[src/eic_cfg.svh]
// Addresses, field codes, reset values for external interrupt conditioning
`ifndef EIC_CFG_SVH
`define EIC_CFG_SVH

`define EIC_COND_BASE   32'hfffe2000
`define EIC_VC_BASE     32'hfffff000
`define EIC_VC_MIRROR   32'hffff0000
`define EIC_PAGE_BITS   20
`define EIC_OFS_BITS    12

`define EIC_OFS_MODE    12'h080
`define EIC_OFS_CLEAR   12'h084
`define EIC_OFS_STATUS  12'h088
`define EIC_OFS_MASK    12'h08c
`define EIC_OFS_REQ     12'h090
`define EIC_OFS_PIN     12'h094

`define EIC_MODE_RESET  32'h00000000
`define EIC_MASK_RESET  32'h00000000
`define EIC_NUM_INPUTS  8

`define EIC_TRIG_LOW    2'h0
`define EIC_TRIG_HIGH   2'h1
`define EIC_TRIG_FALL   2'h2
`define EIC_TRIG_RISE   2'h3

`define EIC_SIZE_BYTE   2'h0
`define EIC_SIZE_HALF   2'h1
`define EIC_SIZE_WORD   2'h2

`endif

[src/eic_pkg.sv]
// Types shared by the external interrupt conditioning block
`include "eic_cfg.svh"

package eic_pkg;

    typedef enum logic [1:0] {
        EIC_LOW  = `EIC_TRIG_LOW,
        EIC_HIGH = `EIC_TRIG_HIGH,
        EIC_FALL = `EIC_TRIG_FALL,
        EIC_RISE = `EIC_TRIG_RISE
    } eic_trig_t;

    typedef enum logic [1:0] {
        EIC_BYTE = `EIC_SIZE_BYTE,
        EIC_HALF = `EIC_SIZE_HALF,
        EIC_WORD = `EIC_SIZE_WORD
    } eic_size_t;

endpackage : eic_pkg

[src/eic_top.sv]
// External interrupt conditioning with register port and controller decode
//
// Functional notes
// - After reset every input triggers on a low level.
// - Mode codes: 11 rising, 10 falling, 01 high level, 00 low level.
// - Input n mode field sits at bits 2n+1:2n of mode register.
// - Writing one to clear bit n clears request n.
// - Writing zero to a clear bit leaves that request unchanged.
// - Clear register is write-only; writes act only as clear strobes.
// - Conditioning registers take full-word accesses only.
// - Vectored controller registers accept word, halfword and byte accesses.
// - Vectored controller answers identically at primary and mirror base.
// - Level mode resamples pin after clear and re-raises if still active.
// - Every conditioned input reaches the controller as active-high level.
`timescale 1ns/1ps

`include "eic_cfg.svh"

module eic_top
    import eic_pkg::*;
#(
    parameter int NUM_INPUTS = `EIC_NUM_INPUTS
) (
    // Clock and reset
    input  wire logic                  sys_clk,
    input  wire logic                  sys_rst,
    // Register port
    input  wire logic [31:0]           reg_addr,
    input  wire logic [31:0]           reg_wdata,
    input  wire logic [1:0]            reg_size,
    input  wire logic                  reg_wr,
    input  wire logic                  reg_rd,
    output logic      [31:0]           reg_rdata,
    // External pins
    input  wire logic [NUM_INPUTS-1:0] external_irq_pin,
    // Requests to the vectored controller
    output logic      [NUM_INPUTS-1:0] vectored_controller_request,
    // Vectored controller register window
    output logic                       vc_wr,
    output logic                       vc_rd,
    output logic      [11:0]           vc_addr,
    output logic      [1:0]            vc_size,
    output logic      [31:0]           vc_wdata,
    input  wire logic [31:0]           vc_rdata,
    // Interrupt to software
    output logic                       irq
);

    localparam int MW = 2 * NUM_INPUTS;

    // Conditioning page, full words only:
    //   080 trigger mode, two bits per input, bits 31:16 read zero
    //   084 request clear, write-only strobes, reads zero
    //   088 status, sticky request rises, cleared by reading it
    //   08c mask for the interrupt output
    //   090 current requests, read-only
    //   094 filtered pin levels, read-only
    // Anything else on the page reads zero and ignores writes.

    typedef struct packed {
        // Trigger modes
        logic [MW-1:0]         mode;
        // Three-stage pin filter and filtered level
        logic [NUM_INPUTS-1:0] sync1;
        logic [NUM_INPUTS-1:0] sync2;
        logic [NUM_INPUTS-1:0] sync3;
        logic [NUM_INPUTS-1:0] level;
        // Requests, sticky status and its mask
        logic [NUM_INPUTS-1:0] req;
        logic [NUM_INPUTS-1:0] status;
        logic [NUM_INPUTS-1:0] mask;
        // Read return
        logic [31:0]           rdata;
    } eic_state_t;

    eic_state_t st;
    eic_state_t next_st;

    // Trigger code of one input
    function automatic eic_trig_t eic_mode_of(
        input logic [MW-1:0] modes,
        input int            n
    );
        eic_mode_of = eic_trig_t'(modes[2*n +: 2]);
    endfunction : eic_mode_of

    // Page compare on the upper address bits
    function automatic logic eic_page_hit(
        input logic [31:0] addr,
        input logic [31:0] base
    );
        eic_page_hit = addr[31:`EIC_OFS_BITS] == base[31:`EIC_OFS_BITS];
    endfunction : eic_page_hit

    // Select one conditioning register for a full-word access only
    function automatic logic eic_reg_sel(
        input logic        strobe,
        input logic        page,
        input logic        word,
        input logic [11:0] offset,
        input logic [11:0] target
    );
        eic_reg_sel = strobe & page & word & (offset == target);
    endfunction : eic_reg_sel

    // Level request: follows the filtered pin, dropped for the clear cycle
    function automatic logic eic_level_req(
        input logic level,
        input logic active_high,
        input logic clear
    );
        logic active;
        active        = active_high ? level : ~level;
        eic_level_req = active & ~clear;
    endfunction : eic_level_req

    // Edge request: sticky until cleared; a new edge beats the clear
    function automatic logic eic_edge_req(
        input logic edge_seen,
        input logic held,
        input logic clear
    );
        eic_edge_req = edge_seen | (held & ~clear);
    endfunction : eic_edge_req

    // Filtered level moves only when the last two stages agree
    function automatic logic [NUM_INPUTS-1:0] eic_filter(
        input logic [NUM_INPUTS-1:0] stage2,
        input logic [NUM_INPUTS-1:0] stage3,
        input logic [NUM_INPUTS-1:0] held
    );
        eic_filter = (stage2 & stage3) | (held & (stage2 ^ stage3));
    endfunction : eic_filter

    // Register image for a full-word read of the conditioning page
    function automatic logic [31:0] eic_read_word(
        input eic_state_t  s,
        input logic [11:0] offset
    );
        case (offset)
            `EIC_OFS_MODE: begin
                eic_read_word = 32'(s.mode);
            end
            `EIC_OFS_STATUS: begin
                eic_read_word = 32'(s.status);
            end
            `EIC_OFS_MASK: begin
                eic_read_word = 32'(s.mask);
            end
            `EIC_OFS_REQ: begin
                eic_read_word = 32'(s.req);
            end
            `EIC_OFS_PIN: begin
                eic_read_word = 32'(s.level);
            end
            default: begin
                // Clear register reads as zero
                eic_read_word = '0;
            end
        endcase
    endfunction : eic_read_word

    // Address decode
    logic                  cond_hit;
    logic                  vc_pri_hit;
    logic                  vc_mir_hit;
    logic                  vc_hit;
    logic                  word_acc;
    logic [11:0]           ofs;
    logic                  wr_mode;
    logic                  wr_clear;
    logic                  wr_mask;
    logic                  rd_status;
    // Per-input strobes, edges and events
    logic [NUM_INPUTS-1:0] clr;
    logic [NUM_INPUTS-1:0] rise;
    logic [NUM_INPUTS-1:0] fall;
    logic [NUM_INPUTS-1:0] event_set;
    logic [NUM_INPUTS-1:0] pending;

    assign ofs      = reg_addr[11:0];
    assign cond_hit = eic_page_hit(reg_addr, `EIC_COND_BASE);
    // Both bases land on the same window offset
    assign vc_pri_hit = eic_page_hit(reg_addr, `EIC_VC_BASE);
    assign vc_mir_hit = eic_page_hit(reg_addr, `EIC_VC_MIRROR);
    assign vc_hit     = vc_pri_hit | vc_mir_hit;
    // Narrow accesses to the conditioning page are dropped, not merged
    assign word_acc = reg_size == EIC_WORD;

    // Mode bits 31:16 are not stored, so they always read back zero
    assign wr_mode   = eic_reg_sel(reg_wr, cond_hit, word_acc, ofs,
                                   `EIC_OFS_MODE);
    assign wr_clear  = eic_reg_sel(reg_wr, cond_hit, word_acc, ofs,
                                   `EIC_OFS_CLEAR);
    assign wr_mask   = eic_reg_sel(reg_wr, cond_hit, word_acc, ofs,
                                   `EIC_OFS_MASK);
    assign rd_status = eic_reg_sel(reg_rd, cond_hit, word_acc, ofs,
                                   `EIC_OFS_STATUS);

    // Ones clear, zeros do nothing; nothing of the write is stored
    assign clr = wr_clear ? reg_wdata[NUM_INPUTS-1:0]
                          : '0;

    // Window pass-through, any access size
    assign vc_wr    = reg_wr & vc_hit;
    assign vc_rd    = reg_rd & vc_hit;
    assign vc_addr  = reg_addr[11:0];
    assign vc_size  = reg_size;
    assign vc_wdata = reg_wdata;

    always_comb begin
        next_st = st;

        // Third stage only updates the filtered level once stages agree
        next_st.sync1 = external_irq_pin;
        next_st.sync2 = st.sync1;
        next_st.sync3 = st.sync2;
        next_st.level = eic_filter(st.sync2, st.sync3, st.level);
        // Edges come from the filtered level, so a pin glitch that the
        // last two stages never agree on cannot set an edge request
        rise = next_st.level & ~st.level;
        fall = ~next_st.level & st.level;

        // Limitation: a level request drops only for the clearing cycle.
        // If the source still drives its active level the request comes
        // straight back with a second status event; software must quiet
        // the source first and give the pin filter time to see it.
        for (int i = 0; i < NUM_INPUTS; i++) begin
            case (eic_mode_of(st.mode, i))
                EIC_RISE: begin
                    // Edge seen in the clearing cycle is kept
                    next_st.req[i] = eic_edge_req(rise[i], st.req[i],
                                                  clr[i]);
                end
                EIC_FALL: begin
                    next_st.req[i] = eic_edge_req(fall[i], st.req[i],
                                                  clr[i]);
                end
                EIC_HIGH: begin
                    // A clear drops the request one cycle, then resamples
                    next_st.req[i] = eic_level_req(
                        next_st.level[i], 1'b1, clr[i]);
                end
                EIC_LOW: begin
                    // Reset value of every mode field
                    next_st.req[i] = eic_level_req(
                        next_st.level[i], 1'b0, clr[i]);
                end
                default: begin
                    next_st.req[i] = st.req[i];
                end
            endcase
        end

        // Status catches every new request; set beats read-clear
        event_set = next_st.req & ~st.req;
        next_st.status = (rd_status ? '0 : st.status) | event_set;

        if (wr_mode) begin
            next_st.mode = reg_wdata[MW-1:0];
        end
        if (wr_mask) begin
            next_st.mask = reg_wdata[NUM_INPUTS-1:0];
        end

        // Read data stands one cycle after the strobe, zero otherwise
        next_st.rdata = '0;
        if (reg_rd) begin
            if (vc_hit) begin
                next_st.rdata = vc_rdata;
            end else if (cond_hit && word_acc) begin
                next_st.rdata = eic_read_word(st, ofs);
            end
        end
    end

    always_ff @(posedge sys_clk) begin
        if (sys_rst) begin
            st.mode   <= MW'(`EIC_MODE_RESET);
            st.mask   <= NUM_INPUTS'(`EIC_MASK_RESET);
            // Idle pins assumed high so reset raises no low-level request
            st.sync1  <= '1;
            st.sync2  <= '1;
            st.sync3  <= '1;
            st.level  <= '1;
            st.req    <= '0;
            st.status <= '0;
            st.rdata  <= '0;
        end else begin
            st <= next_st;
        end
    end

    assign reg_rdata                   = st.rdata;
    assign vectored_controller_request = st.req;
    // Level interrupt: any unmasked sticky status bit
    assign pending                     = st.status & st.mask;
    assign irq                         = |pending;

endmodule : eic_top

[config.mk]
export PLATFORM = sky130hd
export DESIGN_NAME = eic_top
export DESIGN_NICKNAME = d
export VERILOG_FILES = /design/src/eic_pkg.sv /design/src/eic_top.sv
export VERILOG_INCLUDE_DIRS = /design/src
export SDC_FILE = /design/constraint.sdc
export NUM_CORES = 1
export LEC_CHECK = 0
export BUFFER_PORTS_ARGS = -buffer_cell sky130_fd_sc_hd__buf_2
export CAP_MARGIN = 0
export CORE_ASPECT_RATIO = 0.7
export CORE_MARGIN = 8
export CORE_UTILIZATION = 23
export DETAILED_ROUTE_END_ITERATION = 16
export GPL_TIMING_DRIVEN = 0
export HOLD_SLACK_MARGIN = 0.1
export PLACE_DENSITY = 0.47
export SYNTH_ARGS = -nofsm -noshare
export SYNTH_HDL_FRONTEND = slang
export SYNTH_SLANG_ARGS = --single-unit
[constraint.sdc]
create_clock -name sys_clk -period 2.5 [get_ports sys_clk]
set_input_delay 0.5 -clock sys_clk [delete_from_list [all_inputs] [get_ports sys_clk]]
set_output_delay 0.5 -clock sys_clk [all_outputs]
set_load 0.05 [all_outputs]
Yosys cells after proc, flatten, opt, wreduce, memory -nomap -nowiden
Index checks and enable logic that the tools add are counted.

storage, ports and cells
  register bits = 104
  bits of input ports = 110
  output and inout port bits = 89

cells by class
  equality and inequality tests = 34
  muxes and demuxes = 13
  bitwise operators = 80
  reduce and logical (&&, ||, !) cells = 11

operators with widths
  kind                  number
  $pmux 16 s5           1
  $eq 12x8->1 const B   6
  $eq 20x20->1 const B  3
  $and 8x8->8           6
  $and 1x1->1           34
  $eq 2x2->1 const B    17
  $mux 32               1
  $pmux 1 s4            8
  $not 8->8             3
  $not 1->1             17
  $or 1x1->1            17
  $eq 2x1->1 const B    8
  $logic_not 2->1       8
  $mux 16               1
  $mux 8                2
  $or 8x8->8            2
  $reduce_or 8->1       1
  $xor 8x8->8           1
  $reduce_or 2->1       1
  $logic_and 1x1->1     1

Longest topological paths before layout
Gate-level depths: netlist (run 1).

  depth in word-level cells = 11
  gate-level depth with buffers = 7
  gate-level depth less buffers = 5

Worst setup path after synthesis (run 1)
No wires, ideal clock.

  path kind = input to output
  start point = in reg_addr[24]
  end point = out vc_wr
  arrival = 1.843 ns
  path slack = 0.157 ns
  stages = 4
  path through = and4_1 nand4_1 clkbuf_1 nor2_1

on the way
  word-level cells in the longest chain between the ends = 3
  elaborated cells between the ends (all ways) = 4
  classes of those cells = 2 x eq/ne; 2 x bitwise

ends and longest elaborated chain
  element        line            text
  from (decl)    eic_top.sv:28   input wire logic [31:0] reg_addr,
  $eq 20x20->1   eic_top.sv:92   eic_page_hit = addr[31:`EIC_OFS_BITS] == base[31:`EIC_OFS_BITS];
  $or 1x1->1 *   eic_top.sv:186  assign vc_hit = vc_pri_hit | vc_mir_hit;
  $and 1x1->1 *  eic_top.sv:205  assign vc_wr = reg_wr & vc_hit;
  to (decl)      eic_top.sv:39   output logic vc_wr,

Mark *: on every way between the ends. The rest lies on a longest branch, timed or not.

Final worst setup path (run 1)
  start point = in reg_addr[12]
  end point = reg st, in the netlist reg_rdata[6]

on the way
  word-level cells in the longest chain between the ends = 4
  elaborated cells between the ends (all ways) = 7
  classes of those cells = 3 x eq/ne; 2 x mux; 1 x bitwise; 1 x reduce/logical

ends and longest elaborated chain
  element               line            text
  $eq 20x20->1          eic_top.sv:92
  $logic_and 1x1->1     eic_top.sv:271  end else if (cond_hit && word_acc) begin
  $mux 16               eic_top.sv:271
  $mux 32 *             eic_top.sv:269  if (vc_hit) begin
  to (signal assigned)  eic_top.sv:290  st <= next_st;
  to (decl)             eic_top.sv:76   eic_state_t st;

Marked as above.
A chain may end at the register's enable or synchronous reset.

==> flow_summary.yaml, run 1 <==
global_routing:
  antenna_found_initial: 0
  grt_pass1_wl_um: 27880
  grt_max_degree: 20
  grt_usage_pct: 12.80
  grt-ovfl-total: 0
  grt_pass1_vias: 4815
setup_path:
  worst-r2r-cell-count: 5
  r2r_slack_ns: 0.73
  rr_startpoint: "st[68]$_SDFF_PP1_"
  r2r-end: "vectored_controller_request[4]$_SDFF_PP0_"
  cp.required_ns: 2.81
  crit_type: "input port to register"
  crit_path_end: "reg_rdata[6]$_SDFF_PP0_"
  crit_start: "reg_addr[12]"
  start_kind: "input port"
  crit_fanout: 10
  worstPathArrival_ns: 2.61
  setup.worst_path.end_class: "register"
route:
  drt-pass1-iter-count: 5
  drc: 0
  dr_wl_met3_um: 1259
  drtIter0Drc: 348
  drt-total-wl_um: 18600
  num_vias: 4939
  wl_met1_um: 9475
  wl_per_cell_um: 16.96
  antenna_left: 0
  highest_layer: "met4"
  wl_met2_um: 7705
  detail_route.vias_per_cell: 4.502
pwr:
  vdd.ir_drop.worst_mv: 0.3022
  powerDensity_nw_per_um2: 539.9
  leakagePower_nw: 3.197
final_layout:
  nets: 892
  area_growth_pct: 30.10
  drive_gt1_share_pct: 43.77
  stdcell_count: 1097
  diodes: 0
  layout_common_cells: "buf_2, dfxtp_1, buf_4"
  final_common_cell: "buf_2"
synthesis:
  syn_avg_cell_area_sq_um: 9.255
  seq_area_frac_synth_pct: 38.65
  synth-edff-count: 0
  synthCells: 582
  yosys.area_share.simple_pct: 21.05
  synthXorXnorAreaFrac_pct: 0
  synth_warnings: 0
  synth.area.mux_share_pct: 4.646
  syn_nets: 700
  synth_compound_area_share_pct: 18.07
  synthAdderAreaFrac_pct: 1.858
  async_flop_share_pct: 0
  netlist_area_sq_um: 5386
  synth_flop_cell: "dfxtp_1"
  synth_cell_type_count: 43
  synth_top_family_by_area: "simple AND/OR/NAND/NOR gates"
  ys_seq_elements: 104
floorplan:
  io_pins: 199
  start_util_pct: 23.07
  die-height_um: 144.0
  core_sq_um: 23350
  row_count: 47
  die_x_um: 198.9
  die_area_sq_um: 28650
timing:
  finalCritPeriodShare_pct: 92.26
  skew_ns: 0.009042
  setup_violations: 0
  drv_slew: 0
  post-route-min-period_ns: 2.307
  rsz0062_at_grt: "no"
  hold_violations: 0
  tightestPinTransition_ns: 0.9712
  slew_headroom_pct: 34.75
  tns_ns: 0
  max_freq_mhz: 433.5
clocking:
  clkSinkCount: 104
  cts_htree_levels: 3
  clk_latency_ns: 0.36
  postCtsHoldBufs: 0
  cts_tree: "yes"
  root_buffer: "clkbuf_16"
  clock_path_buffers: 2
  clk_pin_slew_ns: 0.08
  cts_inserted_buffers: 9
placement:
  place_inst: 1080
  hpwl_um: 14940
  port_buffers: 180
  gp_congestion: 0.8166
outcome:
  status: "completed"
run:
  drv_cap: 0
worst_hold_path:
  hp-class: "input port to register"
-- registers in the layout (all words and copies together), names as in the netlist --
register and flops:
st 48, reg_rdata 32, next_st 16, vectored_controller_request 8
-- cell usage after synthesis (all sizes together) (11+ instances only) --
library cell  number  area share [%]
inv               17             1.2
o31ai             24             3.3
mux2i             16             3.0
and2              18             2.1
a22oi             16             2.2
a22o              16             2.6
buf               96              13
nand2             18             1.3
or2               24             2.8
a21oi             36             3.3
clkbuf            22             1.6
o22ai             12             1.4
nor2              12            0.84
dfxtp            104              39
nand3             12             1.1
nand4             37             4.4
nor3              11             1.0
and4              11             1.8
-- what timing repair did --
item / 4_1_cts / 5_1_grt
resized for setup: 0 / 0
setup endpoints to repair: 0 / 1
setup buffers: 0 / 1
-- layer usage --
metal | vias to the layer above | GRT usage, %
li1 | 2461 | -
met1 | 2282 | 18.58
met2 | 182 | 18.48
met3 | 14 | 3.790
met4 | 0 | 2.178
met5 | - | 0
-- cells by family after synthesis --
logic type                 Yosys count
and+or+nand+nor                    175
buffers and inverters              136
AOI/OAI and AO/OA                  135
DFF                                104
muxes                               24
adders and majority gates            8
-- worst min-delay path by stage --
stage,from,endpoint,slack [ns],cells after the start
2_1_floorplan,next_st[72]$_SDFF_PP1_,next_st[64]$_SDFF_PP1_,0.39,1
3_3_place_gp,next_st[77]$_SDFF_PP1_,next_st[69]$_SDFF_PP1_,0.39,1
3_5_place_dp,next_st[77]$_SDFF_PP1_,next_st[69]$_SDFF_PP1_,0.39,1
4_1_cts,external_irq_pin[6],next_st[78]$_SDFF_PP1_,0.31,2
5_1_grt,external_irq_pin[5],next_st[77]$_SDFF_PP1_,0.30,2
6_report,external_irq_pin[6],next_st[78]$_SDFF_PP1_,0.32,2
-- power breakdown --
part	switching (W)	leakage, nW	internal (W)
Sequential	0.0000332	0.846	0.00169
Combinational	0.000337	2.20	0.000214
Clock	0.000709	0.147	0.000799
-- final cells by class --
class | instances | area, sq um
timing repair buffer | 181 | 908.4
fill | 2521 | 16340
sequential | 104 | 2082
multi-input combinational | 342 | 2457
tap | 318 | 397.9
buffer | 118 | 779.5
clock buffer | 9 | 225.2
clock inverter | 7 | 90.09
inverter | 18 | 67.56
-- critical path, cell delays in order --
cell     delay [ns]
buf_2          0.11
nor4_1         0.28
o21ai_0        0.27
nor3_1         0.85
buf_2          0.41
a22o_1         0.19
-- per-stage QoR --
step | hold slack [ns] | power (W) | util (%) | setup WS (ns) | cell area, sq um
finish | 0.3188 | 0.003784 | 30.02 | 0.1934 | 7008
global route | 0.3016 | 0.003957 | 30.02 | 0.06710 | 7008
CTS | 0.3053 | 0.003846 | 29.99 | 0.02211 | 7000
detailed placement | 0.3946 | 0.002316 | 28.63 | -0.2114 | 6685
global placement | 0.3905 | 0.002314 | 28.63 | -0.2328 | 6685
floorplan | 0.3895 | 0.002128 | - | 0.1573 | 5386
Note: power is estimated with default switching activity, not from simulation.
==> run 2, diff against run 1 <==
- clock period: 2.5 -> 2.2 ns (I/O delays scaled with it)
==> run 2 against run 1 <==
- via count fell by 0.26%
- global-route usage rose by 0.057 points
- core utilization barely moved
- cell count barely moved
- hold slack got worse by 0.066 ns
- sequential share of layout area barely moved
- sequential power rose by 14%
- critical path type unchanged
- highest routed layer is now met5
- cell area barely moved
==> flow_summary.yaml, run 2 (synthesized netlist as in run 1, its figures left out) <==
outcome:
  status: "completed"
setup_path:
  cp.required_ns: 2.42
  crit_fanout: 8
  path_cells: "buf_2 -> nor4_4 -> nand4b_1 -> a2111oi_0 -> o22ai_1"
  critPathSlowestCell: "a2111oi_0"
  critPathBufInv: 1
  crit_type: "input port to register"
  start_kind: "input port"
  crit_family: "simple AND/OR/NAND/NOR gates"
  setup.worst_path.end_class: "register"
  worstPathArrival_ns: 2.34
  worst_path_largest_cell_delay_ns: 0.67
route:
  drt-pass1-iter-count: 4
  wl_per_cell_um: 16.82
  drt-total-wl_um: 18470
  drc: 0
  drtIter0Drc: 376
  detail_route.vias_per_cell: 4.486
  num_vias: 4926
  antenna_left: 0
pwr:
  p_int_w: 0.003065
  combPwrFrac_pct: 14.7
  clkPwrFrac_pct: 39.5
  leakagePower_nw: 3.205
  total_power_w: 0.004272
  p_seq_share_pct: 45.8
  vdd.ir_drop.worst_mv: 0.3819
  swShare_pct: 28.25
  p_switching_w: 0.001207
  powerDensity_nw_per_um2: 609.0
timing:
  rsz0062_at_grt: "no"
  hold_violations: 0
  slew_headroom_pct: 53.58
  drv_slew: 0
  whs_ns: 0.2523
  max_freq_mhz: 472.3
  setup_violations: 0
  post-route-min-period_ns: 2.117
  tightestPinTransition_ns: 0.6911
  worst_slack_ns: 0.08283
  finalCritPeriodShare_pct: 96.24
  skew_ns: 0.01219
global_routing:
  grt_pass1_wl_um: 27980
  grt_pass1_vias: 4862
  grt-ovfl-total: 0
  grt_max_degree: 19
  grt_usage_pct: 12.86
  antenna_found_initial: 1
final_layout:
  fillCellCount: 2526
  layout_common_cells: "buf_2, dfxtp_1, buf_4"
  largest_register: "st"
  stdcell_count: 1098
  largest_reg_flops: 48
  nets: 893
  drive_gt1_share_pct: 44.10
  diodes: 0
  final_common_cell: "buf_2"
  area_growth_pct: 30.22
placement:
  place_inst: 1080
  pre_cts_ws_ns: -0.4123
  gp_congestion: 0.8384
  hpwl_um: 14630
  port_buffers: 180
floorplan:
  io_pins: 199
  core_sq_um: 23350
  die-height_um: 144.0
  die_area_sq_um: 28650
  row_count: 47
  die_x_um: 198.9
  start_util_pct: 23.07
clocking:
  clkSinkCount: 104
  postCtsHoldBufs: 0
  clk_pin_slew_ns: 0.08
  clock_path_buffers: 2
  cts_htree_levels: 3
  cts_inserted_buffers: 9
  root_buffer: "clkbuf_16"
  clk_latency_ns: 0.36
  cts_tree: "yes"
run:
  drv_cap: 0
worst_hold_path:
  hp-class: "input port to register"
-- run 2: layer usage --
| layer | global-route usage, % | share of wire, % | vias to the layer above |
|---|---|---|---|
| met4 | 2.839 | 0.41 | 2 |
| met1 | 18.10 | 49 | 2301 |
| met2 | 19.20 | 43 | 152 |
| met3 | 3.557 | 7.1 | 7 |
| li1 | - | - | 2464 |
| met5 | 0 | 0.043 | - |
-- run 2: cell type report --
type	count	area [sq um]	share of cell area, %
clock inverter	7	78.83	1.124
sequential	104	2082	29.68
timing repair buffer	182	915.9	13.06
clock buffer	9	225.2	3.211
buffer	118	779.5	11.11
tap	318	397.9	5.672
multi-input combinational	342	2467	35.18
inverter	18	67.56	0.9633
-- run 2: worst paths after layout --
path,slack [ns],start,cells after the start,end
max,0.08,reg_addr[9],5,st[45]$_SDFF_PP0_
min reg2reg,0.40,next_st[76]$_SDFF_PP1_,1,next_st[68]$_SDFF_PP1_
min,0.25,external_irq_pin[6],2,next_st[78]$_SDFF_PP1_
max reg2reg,0.44,next_st[67]$_SDFF_PP1_,5,vectored_controller_request[3]$_SDFF_PP0_
-- run 2: metrics by stage --
stage | TNS [ns] | area [sq um] | util, %
floorplan | 0 | 5389 | -
global placement | -16.28 | 6688 | 28.65
detailed placement | -15.40 | 6688 | 28.65
CTS | 0 | 7004 | 30.00
global route | 0 | 7014 | 30.04
finish | 0 | 7014 | 30.04
-- run 2: what timing repair did --
action	in CTS	in global routing
gates resized for setup	1	2
pin swaps	1	1
buffers inserted	1	1
endpoints found under the setup margin	20	4
-- run 2: power groups by stage --
stage,Combinational [W],Sequential [W],Clock (W)
final,0.000627,0.00196,0.00169
after floorplan,0.000431,0.00199,0
after global placement,0.000627,0.00200,0
after global routing,0.000677,0.00196,0.00184
after detailed placement,0.000630,0.00200,0
after CTS,0.000632,0.00196,0.00177
==> run 3, diff against run 2 <==
- ABC_AREA: default -> 1
==> run 3 against run 2 <==
- setup slack gained 0.15 ns
- global-route usage decreased by 1.6 points
- non-clock buffer count decreased by 12
- clock-buffer cell count is the same
- clock power decreased by 8%
- sequential share of layout area is 0.41 points higher
- critical path type is now register to output port
- largest cell class unchanged
==> flow_summary.yaml, run 3 <==
outcome:
  status: "completed"
synthesis:
  synth_flop_cell: "dfxtp_1"
  synth_area_leader_cell: "dfxtp_1"
  synth_common_cells: "nand2_1, dfxtp_1, buf_4"
  synth.most_common_cell: "nand2_1"
  synth_warnings: 0
  synth_top_area_share_pct: 39.02
  syn_avg_cell_area_sq_um: 7.634
  ys_seq_elements: 104
  synth_cell_type_count: 37
  async_flop_share_pct: 0
  netlist_area_sq_um: 5336
  seq_area_frac_synth_pct: 39.02
  synthCells: 699
  syn_nets: 817
  synth_area_leaders: "dfxtp_1, buf_4, nand2_1, inv_1, a21oi_1"
  synth-edff-count: 0
placement:
  port_buffers: 181
  pre_cts_ws_ns: 0.2124
  place_inst: 1192
  gp_congestion: 0.7855
  hpwl_um: 13280
route:
  antenna_left: 0
  drt-total-wl_um: 16340
  wl_per_cell_um: 13.51
  drc: 0
  drtIter0Drc: 171
  drt-pass1-iter-count: 4
  detail_route.vias_per_cell: 3.838
  num_vias: 4644
setup_path:
  cp.required_ns: 1.76
  r2r-end: "st[45]$_SDFF_PP0_"
  worst_path_largest_cell_delay_ns: 0.33
  start_kind: "register"
  path_cells: "a22o_1 -> a221oi_1 -> nand2_1 -> buf_2"
  rr_startpoint: "st[69]$_SDFF_PP1_"
  crit_fanout: 3
  setup.worst_path.end_class: "output port"
  r2r_slack_ns: 0.64
  worstPathArrival_ns: 1.52
  worst-r2r-cell-count: 8
  crit_type: "register to output port"
  critPathSlowestCell: "dfxtp_1"
final_layout:
  layout_common_cells: "buf_2, nand2_1, dfxtp_1"
  stdcell_count: 1210
  final_common_cell: "buf_2"
  finish.utilization_pct: 30.43
  fillCellCount: 2526
  drive_gt1_share_pct: 39.96
  largest_register: "st"
  nets: 1009
  area_growth_pct: 29.64
  largest_reg_flops: 48
timing:
  tightestPinTransition_ns: 0.6691
  finalCritPeriodShare_pct: 89.25
  skew_ns: 0.006460
  setup_violations: 0
  tns_ns: 0
  hold_violations: 0
  post-route-min-period_ns: 1.963
  drv_slew: 0
  rsz0062_at_grt: "no"
  max_freq_mhz: 509.3
  slew_headroom_pct: 55.40
  worst_slack_ns: 0.2366
pwr:
  vdd.ir_drop.worst_mv: 0.3712
  leakagePower_nw: 3.454
  powerDensity_nw_per_um2: 592.1
global_routing:
  antenna_found_initial: 1
  grt-ovfl-total: 0
  grt_pass1_vias: 4398
  grt_max_degree: 19
  grt_usage_pct: 11.26
  grt_pass1_wl_um: 24700
floorplan:
  die_area_sq_um: 28410
  die-height_um: 143.4
  core_sq_um: 22730
  die_x_um: 198.1
  row_count: 46
  io_pins: 199
  start_util_pct: 23.47
clocking:
  cts_resized: 0
  cts_tree: "yes"
  clk_latency_ns: 0.35
  root_buffer: "clkbuf_16"
  cts_inserted_buffers: 9
  clkSinkCount: 104
  post_cts_buffers: 0
  postCtsHoldBufs: 0
  clk_pin_slew_ns: 0.08
  cts_htree_levels: 3
  clock_path_buffers: 2
worst_hold_path:
  hold_depth: 2
  min_from: "external_irq_pin[5]"
  holdPathEnd: "next_st[77]$_SDFF_PP1_"
  hp-class: "input port to register"
run:
  drv_cap: 0
==> run 3: logic make-up after synthesis <==
| family | after synthesis | synth area share, % |
|---|---|---|
| and+or+nand+nor | 305 | 28.02 |
| buffers and inverters | 186 | 20.84 |
| DFF | 104 | 39.02 |
| AOI/OAI and AO/OA | 93 | 9.754 |
| adders and majority gates | 8 | 1.876 |
| xor gates and xnor gates | 3 | 0.4925 |
==> run 3: report_power, final <==
| part | total, W | internal, W | switching (W) |
|---|---|---|---|
| combinational | 0.000598 | 0.000218 | 0.000381 |
| clock | 0.00155 | 0.000779 | 0.000767 |
| sequential | 0.00195 | 0.00192 | 0.0000287 |
==> run 3: how the worst max path moves through the flow <==
stage	from	endpoint	slack, ns	cells past startpoint
after floorplan	reg_addr[21]	vc_rd	0.17	6
after global placement	reg_addr[19]	reg_rdata[21]$_SDFF_PP0_	0.24	10
after detailed placement	reg_addr[14]	reg_rdata[21]$_SDFF_PP0_	0.21	11
after CTS	st[42]$_SDFF_PP0_	irq	0.21	4
after global routing	st[42]$_SDFF_PP0_	irq	0.15	4
final	st[42]$_SDFF_PP0_	irq	0.24	4
==> run 3: final cells by class <==
| cell class | instances | area, sq um | share of cell area (%) |
|---|---|---|---|
| inverters | 79 | 304.0 | 4.395 |
| multi-input cells | 409 | 2142 | 30.96 |
| clock inverters | 7 | 55.05 | 0.7958 |
| repair buffers | 181 | 905.9 | 13.09 |
| flip-flops and latches | 104 | 2082 | 30.10 |
| diodes | 2 | 5.005 | 0.07235 |
| plain buffers | 107 | 808.3 | 11.68 |
| well taps | 312 | 390.4 | 5.643 |
| clock buffers | 9 | 225.2 | 3.256 |
==> run 3: stage by stage <==
| step | power [W] | hold slack [ns] | instance area, sq um |
|---|---|---|---|
| after floorplan | 0.002395 | 0.3895 | 5336 |
| after global placement | 0.002596 | 0.3947 | 6633 |
| after detailed placement | 0.002600 | 0.3923 | 6633 |
| after CTS | 0.004186 | 0.2449 | 6913 |
| after global routing | 0.004298 | 0.2497 | 6915 |
| final | 0.004096 | 0.2649 | 6918 |
==> run 3: metal layers <==
metal / GRT usage [%] / vias up / share of wire, %
li1: - / 2521 / -
met1: 15.43 / 2006 / 49
met2: 17.64 / 107 / 45
met3: 2.710 / 10 / 5.1
met4: 2.429 / 0 / 0.88
met5: 0 / - / 0
==> run 3: worst max-delay path, delay by kind of cell (launching register included) <==
kind                   cells  cell delay, ns
AOI/OAI and AO/OA          2            0.46
DFF                        1            0.33
buffers and inverters      1            0.24
and+or+nand+nor            1            0.15
